File: src/logic/fault_status_cfg.svh
// Operation
// - The status word is read-only and no host frame can write any of its flags.
// - With status-on-write enabled, every host frame shifts the status word out on the serial output.
// - With status-on-write clear, a read frame addressing status makes the next frame return the status word.
// - Bits 15 to 12 carry the boost compliance flags of channels D, C, B and A.
// - A channel whose boost converter loses compliance also shows its output-current fault flag.
// - Bit 11 is the user toggle bit, set or cleared through the software register.
// - Bit 10 reports that a received serial word failed its packet check since the status word was last read.
// - Bit 9 is set while any channel is ramping under slew control and clear otherwise.
// - Bit 8 is set while the over-temperature indication is present.
// - Bits 3 to 0 carry the output-current fault flags of channels D, C, B and A.
// - The packet error flag clears once the status word has been read, releasing the fault pin if nothing else holds it.
// - The open-drain fault pin is driven low while any current fault, packet error or over-temperature exists.
// - Status-on-write is off after reset and, while on, no other register is offered for readback.
`ifndef FAULT_STATUS_CFG_SVH
`define FAULT_STATUS_CFG_SVH

////////////////////////////////////////////////////////////////////////////////
// Frame layout
`define FRAME_BITS 6'h18
`define FRAME_PEC_BITS 6'h20
`define CNT_W 6
`define SHIFT_W 32
`define OUT_W 24
`define OUT_PAD 8'h00
`define RW_BIT 23
`define ADDR_HI 20
`define ADDR_LO 16
`define STATUS_READ_ADDR 5'h18

////////////////////////////////////////////////////////////////////////////////
// Packet check
`define CRC_W 8
`define CRC_POLY 8'h07
`define CRC_RESET 8'h00

////////////////////////////////////////////////////////////////////////////////
// Status word fields
`define CHANNELS 4
`define STATUS_W 16
`define STATUS_RESET 16'h0000
`define BOOST_LSB 12
`define TOGGLE_BIT 11
`define PEC_BIT 10
`define RAMP_BIT 9
`define OTEMP_BIT 8
`define UNUSED_LSB 4
`define UNUSED_VAL 4'h0
`define IOUT_LSB 0

`endif

File: src/logic/fault_status_pkg.sv
package fault_status_pkg;
`include "fault_status_cfg.svh"

  typedef enum logic [0:0]
  {
    PH_IDLE = 1'b0,
    PH_SHIFT = 1'b1
  } phase_t;

  typedef struct packed
  {
    logic sclk;
    logic sync_n;
    phase_t phase;
    logic [`CNT_W-1:0] bit_cnt;
    logic [`SHIFT_W-1:0] shift_in;
    logic [`OUT_W-1:0] shift_out;
    logic sdo;
    logic read_pending;
    logic status_frame;
    logic pec_flag;
    logic fault_oe;
  } top_state_t;

  typedef struct packed
  {
    logic [`CRC_W-1:0] crc;
  } crc_state_t;

  typedef struct packed
  {
    logic [`STATUS_W-1:0] status;
  } status_state_t;

endpackage : fault_status_pkg

File: src/logic/fault_status_register.sv
`timescale 1ns/10ps
`include "fault_status_cfg.svh"

module fault_status_register
  import fault_status_pkg::*;
(
  input wire logic clock,
  input wire logic arst_n,
  input wire logic clk_en,
  input wire logic sclk,
  input wire logic sync_n,
  input wire logic sdin,
  output logic sdo,
  input wire logic status_on_write_enable,
  input wire logic user_toggle,
  input wire logic [`CHANNELS-1:0] boost_limit,
  input wire logic [`CHANNELS-1:0] iout_fault_in,
  input wire logic [`CHANNELS-1:0] ramp_active_in,
  input wire logic over_temp_in,
  input wire logic fault_n_in,
  output logic fault_n_out,
  output logic fault_oe,
  output logic [`STATUS_W-1:0] status_word,
  output logic packet_check_error_flag
);

  ////////////////////////////////////////////////////////////////////////////////
  // State and decode signals

  top_state_t s_q;
  top_state_t s_d;
  logic sclk_fall;
  logic sclk_rise;
  logic frame_start;
  logic frame_stop;
  logic crc_clear;
  logic crc_bit_valid;
  logic crc_ok;
  logic [`STATUS_W-1:0] status_q;
  logic [`SHIFT_W-1:0] word_24;
  logic [`SHIFT_W-1:0] word_32;
  logic frame_short;
  logic frame_long;
  logic frame_full;
  logic is_status_read;
  logic pec_fail;
  logic status_consumed;
  logic fault_any;
  logic pin_seen_low;
  logic in_frame;
  logic frame_end;
  logic take_bit;
  logic emit_bit;
  logic status_next_frame;
  logic read_next;
  logic [`OUT_W-1:0] out_load;
  logic [`OUT_W-1:0] out_next;
  logic [`CNT_W-1:0] cnt_next;
  logic [`SHIFT_W-1:0] shift_next;

  ////////////////////////////////////////////////////////////////////////////////
  // Edge detection on the serial pins
  // Pins are sampled directly; the host must meet setup to this clock

  assign sclk_fall = s_q.sclk & ~sclk;
  assign sclk_rise = ~s_q.sclk & sclk;
  assign frame_start = s_q.sync_n & ~sync_n;
  assign frame_stop = ~s_q.sync_n & sync_n;

  ////////////////////////////////////////////////////////////////////////////////
  // Frame qualification

  // Only counts of 24 or 32 qualify; the count stops at 32, so a longer frame reads as 32 bits and any other length is a cut frame
  always_comb
  begin
    frame_short = 1'b0;
    frame_long = 1'b0;
    case (s_q.bit_cnt)
      `FRAME_BITS:
      begin
        frame_short = 1'b1;
      end
      `FRAME_PEC_BITS:
      begin
        frame_long = 1'b1;
      end
      default:
      begin
        frame_short = 1'b0;
        frame_long = 1'b0;
      end
    endcase
  end
  assign frame_full = frame_short | frame_long;

  // Command word sits in the top 24 bits received; a 32 bit frame carries the check byte last
  assign word_24 = s_q.shift_in;
  assign word_32 = {8'h00, s_q.shift_in[`SHIFT_W-1:`CRC_W]};

  always_comb
  begin
    is_status_read = 1'b0;
    if (frame_short)
    begin
      is_status_read = word_24[`RW_BIT] && (word_24[`ADDR_HI:`ADDR_LO] == `STATUS_READ_ADDR);
    end
    else if (frame_long)
    begin
      is_status_read = word_32[`RW_BIT] && (word_32[`ADDR_HI:`ADDR_LO] == `STATUS_READ_ADDR);
    end
  end

  // A failed check on a full 32 bit frame raises the error
  assign pec_fail = frame_stop && (s_q.phase == PH_SHIFT) && frame_long && !crc_ok;

  // Word counts as read only when the frame that carried it ran to full length
  assign status_consumed = frame_stop && (s_q.phase == PH_SHIFT) && s_q.status_frame && frame_full;

  ////////////////////////////////////////////////////////////////////////////////
  // Packet check

  assign crc_clear = frame_start;
  // Same strobe as the shift register, so the check never sees a bit the frame did not count
  assign crc_bit_valid = take_bit;

  packet_crc packet_crc_i
  (
    .clock(clock),
    .arst_n(arst_n),
    .clk_en(clk_en),
    .clear(crc_clear),
    .bit_valid(crc_bit_valid),
    .bit_in(sdin),
    .crc_ok(crc_ok)
  );

  ////////////////////////////////////////////////////////////////////////////////
  // Status word

  status_assembler status_assembler_i
  (
    .clock(clock),
    .arst_n(arst_n),
    .clk_en(clk_en),
    .boost_limit(boost_limit),
    .iout_fault_in(iout_fault_in),
    .ramp_active_in(ramp_active_in),
    .over_temp_in(over_temp_in),
    .user_toggle(user_toggle),
    .pec_flag(s_q.pec_flag),
    .status_q(status_q)
  );

  // Pin level is observable but plays no part: each device drives only its own faults
  assign pin_seen_low = ~fault_n_in;

  // Current and temperature faults are live; the packet flag holds until the status is read
  always_comb
  begin
    fault_any = s_q.pec_flag;
    if (|status_q[`IOUT_LSB +: `CHANNELS])
    begin
      fault_any = 1'b1;
    end
    if (status_q[`OTEMP_BIT])
    begin
      fault_any = 1'b1;
    end
  end

  ////////////////////////////////////////////////////////////////////////////////
  // Serial step decode

  // An edge that meets the end of the frame is dropped, so the check and the shift register agree
  always_comb
  begin
    in_frame = (s_q.phase == PH_SHIFT);
    frame_end = 1'b0;
    take_bit = 1'b0;
    emit_bit = 1'b0;
    if (in_frame)
    begin
      if (frame_stop)
      begin
        frame_end = 1'b1;
      end
      else
      begin
        take_bit = sclk_fall && (s_q.bit_cnt < `FRAME_PEC_BITS);
        // Output moves on the rising edge so the host samples a settled bit on the fall
        emit_bit = sclk_rise && (s_q.bit_cnt != '0);
      end
    end
  end

  // Bits past the longest frame are ignored rather than wrapping the count
  always_comb
  begin
    cnt_next = s_q.bit_cnt;
    shift_next = s_q.shift_in;
    out_next = s_q.shift_out;
    if (take_bit)
    begin
      shift_next = {s_q.shift_in[`SHIFT_W-2:0], sdin};
      cnt_next = s_q.bit_cnt + 6'h01;
    end
    if (emit_bit)
    begin
      out_next = {s_q.shift_out[`OUT_W-2:0], 1'b0};
    end
  end

  ////////////////////////////////////////////////////////////////////////////////
  // Frame contents

  // Snapshot at the frame start; a flag that moves later shows in the next frame
  always_comb
  begin
    status_next_frame = status_on_write_enable || s_q.read_pending;
    out_load = '0;
    if (status_next_frame)
    begin
      out_load = {`OUT_PAD, status_q};
    end
  end

  // Request stands only for the frame after a read; a cut or damaged frame drops it
  always_comb
  begin
    read_next = 1'b0;
    if (frame_full && is_status_read)
    begin
      read_next = !frame_long || crc_ok;
    end
  end

  ////////////////////////////////////////////////////////////////////////////////
  // Next state

  always_comb
  begin
    s_d = s_q;
    s_d.sclk = sclk;
    s_d.sync_n = sync_n;
    unique case (s_q.phase)
      PH_IDLE:
      begin
        if (frame_start)
        begin
          s_d.phase = PH_SHIFT;
          s_d.bit_cnt = '0;
          s_d.shift_in = '0;
          // Status goes out on every frame while enabled, else only after a status read
          s_d.status_frame = status_next_frame;
          s_d.shift_out = out_load;
          s_d.sdo = out_load[`OUT_W-1];
        end
      end
      PH_SHIFT:
      begin
        if (frame_end)
        begin
          s_d.phase = PH_IDLE;
          s_d.sdo = 1'b0;
          s_d.status_frame = 1'b0;
          s_d.read_pending = read_next;
        end
        else
        begin
          s_d.bit_cnt = cnt_next;
          s_d.shift_in = shift_next;
          s_d.shift_out = out_next;
          if (emit_bit)
          begin
            s_d.sdo = s_q.shift_out[`OUT_W-2];
          end
        end
      end
    endcase
    // Set wins over the clear so a failure in the reading frame is never lost
    if (pec_fail)
    begin
      s_d.pec_flag = 1'b1;
    end
    else if (status_consumed)
    begin
      s_d.pec_flag = 1'b0;
    end
    s_d.fault_oe = fault_any;
  end

  ////////////////////////////////////////////////////////////////////////////////
  // State register

  always_ff @(posedge clock or negedge arst_n)
  begin
    if (!arst_n)
    begin
      s_q <= '0;
      s_q.sclk <= 1'b0;
      s_q.sync_n <= 1'b1;
      s_q.phase <= PH_IDLE;
    end
    else if (clk_en)
    begin
      s_q <= s_d;
    end
  end

  ////////////////////////////////////////////////////////////////////////////////
  // Outputs

  assign sdo = s_q.sdo;
  assign fault_n_out = 1'b0;
  assign fault_oe = s_q.fault_oe;
  assign status_word = status_q;
  assign packet_check_error_flag = s_q.pec_flag;

endmodule : fault_status_register

File: src/logic/packet_crc.sv
`timescale 1ns/10ps
`include "fault_status_cfg.svh"

module packet_crc
  import fault_status_pkg::*;
(
  input wire logic clock,
  input wire logic arst_n,
  input wire logic clk_en,
  input wire logic clear,
  input wire logic bit_valid,
  input wire logic bit_in,
  output logic crc_ok
);

  crc_state_t s_q;
  crc_state_t s_d;
  logic feedback;

  // Data and check byte run through the same divider, so a clean frame leaves zero
  always_comb
  begin
    s_d = s_q;
    feedback = s_q.crc[`CRC_W-1] ^ bit_in;
    if (clear)
    begin
      s_d.crc = `CRC_RESET;
    end
    else if (bit_valid)
    begin
      s_d.crc = {s_q.crc[`CRC_W-2:0], 1'b0} ^ (feedback ? `CRC_POLY : `CRC_RESET);
    end
  end

  always_ff @(posedge clock or negedge arst_n)
  begin
    if (!arst_n)
    begin
      s_q <= '0;
    end
    else if (clk_en)
    begin
      s_q <= s_d;
    end
  end

  assign crc_ok = (s_q.crc == `CRC_RESET);

endmodule : packet_crc

File: src/logic/status_assembler.sv
`timescale 1ns/10ps
`include "fault_status_cfg.svh"

module status_assembler
  import fault_status_pkg::*;
(
  input wire logic clock,
  input wire logic arst_n,
  input wire logic clk_en,
  input wire logic [`CHANNELS-1:0] boost_limit,
  input wire logic [`CHANNELS-1:0] iout_fault_in,
  input wire logic [`CHANNELS-1:0] ramp_active_in,
  input wire logic over_temp_in,
  input wire logic user_toggle,
  input wire logic pec_flag,
  output logic [`STATUS_W-1:0] status_q
);

  status_state_t s_q;
  status_state_t s_d;
  logic [`CHANNELS-1:0] boost_bits;
  logic [`CHANNELS-1:0] iout_bits;

  // Channel A sits in the low bit of each nibble
  genvar ch;
  generate
    for (ch = 0; ch < `CHANNELS; ch = ch + 1)
    begin : g_channel
      assign boost_bits[ch] = boost_limit[ch];
      assign iout_bits[ch] = iout_fault_in[ch] | boost_limit[ch];
    end
  endgenerate

  // Only internal conditions feed the word; nothing from the serial port writes it
  always_comb
  begin
    s_d = s_q;
    s_d.status[`BOOST_LSB +: `CHANNELS] = boost_bits;
    s_d.status[`TOGGLE_BIT] = user_toggle;
    s_d.status[`PEC_BIT] = pec_flag;
    s_d.status[`RAMP_BIT] = |ramp_active_in;
    s_d.status[`OTEMP_BIT] = over_temp_in;
    s_d.status[`UNUSED_LSB +: `CHANNELS] = `UNUSED_VAL;
    s_d.status[`IOUT_LSB +: `CHANNELS] = iout_bits;
  end

  always_ff @(posedge clock or negedge arst_n)
  begin
    if (!arst_n)
    begin
      s_q <= '0;
    end
    else if (clk_en)
    begin
      s_q <= s_d;
    end
  end

  assign status_q = s_q.status;

endmodule : status_assembler

File: config.mk
export PLATFORM = sky130hd
export DESIGN_NAME = fault_status_register
export DESIGN_NICKNAME = d
export VERILOG_FILES = /design/src/logic/fault_status_pkg.sv /design/src/logic/fault_status_register.sv /design/src/logic/packet_crc.sv /design/src/logic/status_assembler.sv
export VERILOG_INCLUDE_DIRS = /design/src /design/src/logic
export SDC_FILE = /design/constraint.sdc
export NUM_CORES = 1
export LEC_CHECK = 0
export ABC_AREA = 1
export BUFFER_PORTS_ARGS = -buffer_cell sky130_fd_sc_hd__buf_2
export CORE_UTILIZATION = 59
export CTS_CLUSTER_DIAMETER = 60
export CTS_CLUSTER_SIZE = 24
export DETAILED_ROUTE_END_ITERATION = 8
export PLACE_DENSITY_LB_ADDON = 0.08
export RECOVER_POWER = 25
export SETUP_SLACK_MARGIN = 0.5
export SYNTH_ARGS = -nofsm -noshare
export SYNTH_HDL_FRONTEND = slang
export SYNTH_SLANG_ARGS = --single-unit
File: constraint.sdc
create_clock -name clock -period 1.9 [get_ports clock]
set_input_delay 0.095 -clock clock [delete_from_list [all_inputs] [get_ports clock]]
set_output_delay 0.095 -clock clock [all_outputs]
set_load 0.02 [all_outputs]
==> impl_metrics.ini <==
[global_route]
track_usage_pct = 26.7
grt_pass1_vias = 3370
antenna_found_initial = 0
grt_pass1_wl_um = 15500
grt_overflow = 0
grt_max_degree = 56

[synth]
syn_inst = 521
syn-cell-area_sq_mm = 0.00418
yosys.area.top_type = dfrtp_1
synth.area.top_cells = dfrtp_1 53%, nand2_1 21%, nand3_1 4.8%, nor2_1 3.1%, o21ai_0 2.8%
synth.distinct_cells = 29
ys_async_sr_fraction_pct = 100
synth_ff_type = dfrtp_1
synth_edf_count = 0
synth-seq-cells = 89
ys_seq_area_share_pct = 53.3
synth_top_area_share_pct = 52.7
syn_avg_cell_area_sq_um = 8.02
yosysWarnings = 0

[sta]
hold_viol_final = 0
post-route-period-util_pct = 80.5
clock-skew-final_ns = 0.00707
whs_ns = 0.0203
setup_viol = 0
min_period_ns = 1.53
report.final.slew_viol_count = 0
rsz0062_at_grt = yes
finalSetupTns_ns = 0
max_freq_ghz = 0.654

[die]
core_sq_mm = 0.00683
die_h_um = 86.2
die_width_um = 86.2
start_util_pct = 61.2
rows = 30
ioPinCount = 42
dieArea_sq_mm = 0.00743

[critical_path]
critPathArrivalTime_ns = 1.79
r2r.worst_path.cells = 10
critPathLaunchType = register
critPathKind = reg -> reg
startpoint = s_q[62]
r2r-end = s_q[17]
reg2reg_from = s_q[62]
endpoint = s_q[17]
required_ns = 2.16
reg2reg_slack_ns = 0.37
cp_max_fo = 8
endpoint_kind = register

[cts]
cts_buffers = 9
h-tree-depth = 3
insertion_delay_ns = 0.36
clock-sinks = 89
tritoncts = done
clockBufferDepth = 2
cts_root_buf = clkbuf_8
clk_pin_slew_ns = 0.08

[place]
gp_congestion = 0.806
dp.cells = 640
portBuffers = 35
dp_hpwl_um = 5180

[cells_and_area]
drive_gt1_share_pct = 22.0
syn_to_final_growth_pct = 25.2
antenna_cells = 0
final_common_cell = nand2_1
fin_cells = 691
mostFrequentLayoutCells = 227 x nand2_1, 87 x dfrtp_1, 34 x nand3_1, 34 x buf_2, 31 x nor2_1
fin_nets = 616

[drt]
drt_iter0_drc = 192
dr_total_vias = 3577
detail-route-antenna-nets = 0
drcViolationCount = 0
wirelength_um = 9580
drt_pass1_iterations = 4
wl_per_cell_um = 13.9
viasPerCell = 5.18

[worst_hold_path]
worstHoldPathType = in -> reg

[power]
power_density_mw_per_mm2 = 1100
p_total_uw = 5770
vdd.ir_drop.worst_mv = 0.692
p_leak_uw = 0.00277

[status]
status = complete, no violations

[run]
max_cap_violations = 0
layer usage:
layer	track usage [%]	vias to the layer above	share of wire, %
met5	0	-	0
met4	8.18	0	1.2
met3	3.71	12	4.1
met2	41.3	89	48
met1	39.5	1701	47
li1	-	1775	-
registers in the layout, indices dropped and copies added, names as in the netlist:
signal,flops
packet_check_error_flag,1
s_q,33
status_assembler_i.status_q,12
packet_crc_i.s_q,8
sdo,1
fault_oe,1
word_24,32
in_frame,1
what timing repair did:
action,CTS,global route
setup buffers,8,11
cloned,3,4
gates resized for setup,22,30
setup endpoints to repair,69,71
pin swaps,6,14
hold buffers,11,0
hold endpoints to repair,98,0
synthesized netlist by cell type (3+ instances only):
cell type / n
o21ai_0: 23
nand2_2: 16
inv_1: 21
nand3_1: 40
nor2_1: 34
inv_2: 3
nand2_1: 234
dfrtp_1: 88
clkbuf_1: 4
nor3_1: 3
nand3b_1: 12
a21oi_1: 3
buf_2: 8
buf_4: 11
power breakdown:
group,total (uW),switching (uW),internal [uW]
logic,1920,1130,793
registers,2500,281,2220
clock network,1350,628,722
total,5770,2030,3730
worst min path at each step:
| stage | startpoint | end | slack, ns | cells after the start |
|---|---|---|---|---|
| after global placement | arst_n | word_24[13] | 0.11 | 2 |
| final | sync_n | s_q[68] | 0.02 | 3 |
| after floorplan | arst_n | fault_oe | -0.20 | 0 |
| after detailed placement | arst_n | word_24[13] | 0.10 | 2 |
| after CTS | sync_n | s_q[68] | 0.01 | 3 |
| after global routing | sync_n | s_q[68] | 0.04 | 3 |
cells by family after synthesis:
family	share of synthesized area [%]
AOI/OAI and AO/OA	3.56
xor gates and xnor gates	0.419
adders and majority gates	0.599
buffers and inverters	6.08
DFF	53.3
other	0.0897
and+or+nand+nor	35.9
layout make-up:
type / instances / area, sq um
clock inverter: 4 / 70.1
inverter: 25 / 98.8
clock buffer: 10 / 128
multi-input combinational: 390 / 1940
fill: 493 / 1600
sequential: 89 / 2230
timing repair buffer: 77 / 649
tap: 96 / 120
metrics by stage:
step	utilization [%]	area [sq um]	worst slack [ns]
CTS	72.4	4950	0.409
global route	76.6	5230	0.301
global placement	64.8	4430	0.214
detailed placement	64.8	4430	0.168
floorplan	-	4200	0.469
finish	76.6	5230	0.371
critical path: stages, from the launching register on:
cell	delay, ns
dfrtp_1	0.40
inv_2	0.08
ha_4	0.14
inv_2	0.04
nor2_4	0.09
nand3_2	0.10
nand2_4	0.12
nand2_8	0.11
clkbuf_16	0.20
nand3_1	0.07
nand2_1	0.05
Note: power is estimated with default switching activity, not from simulation.
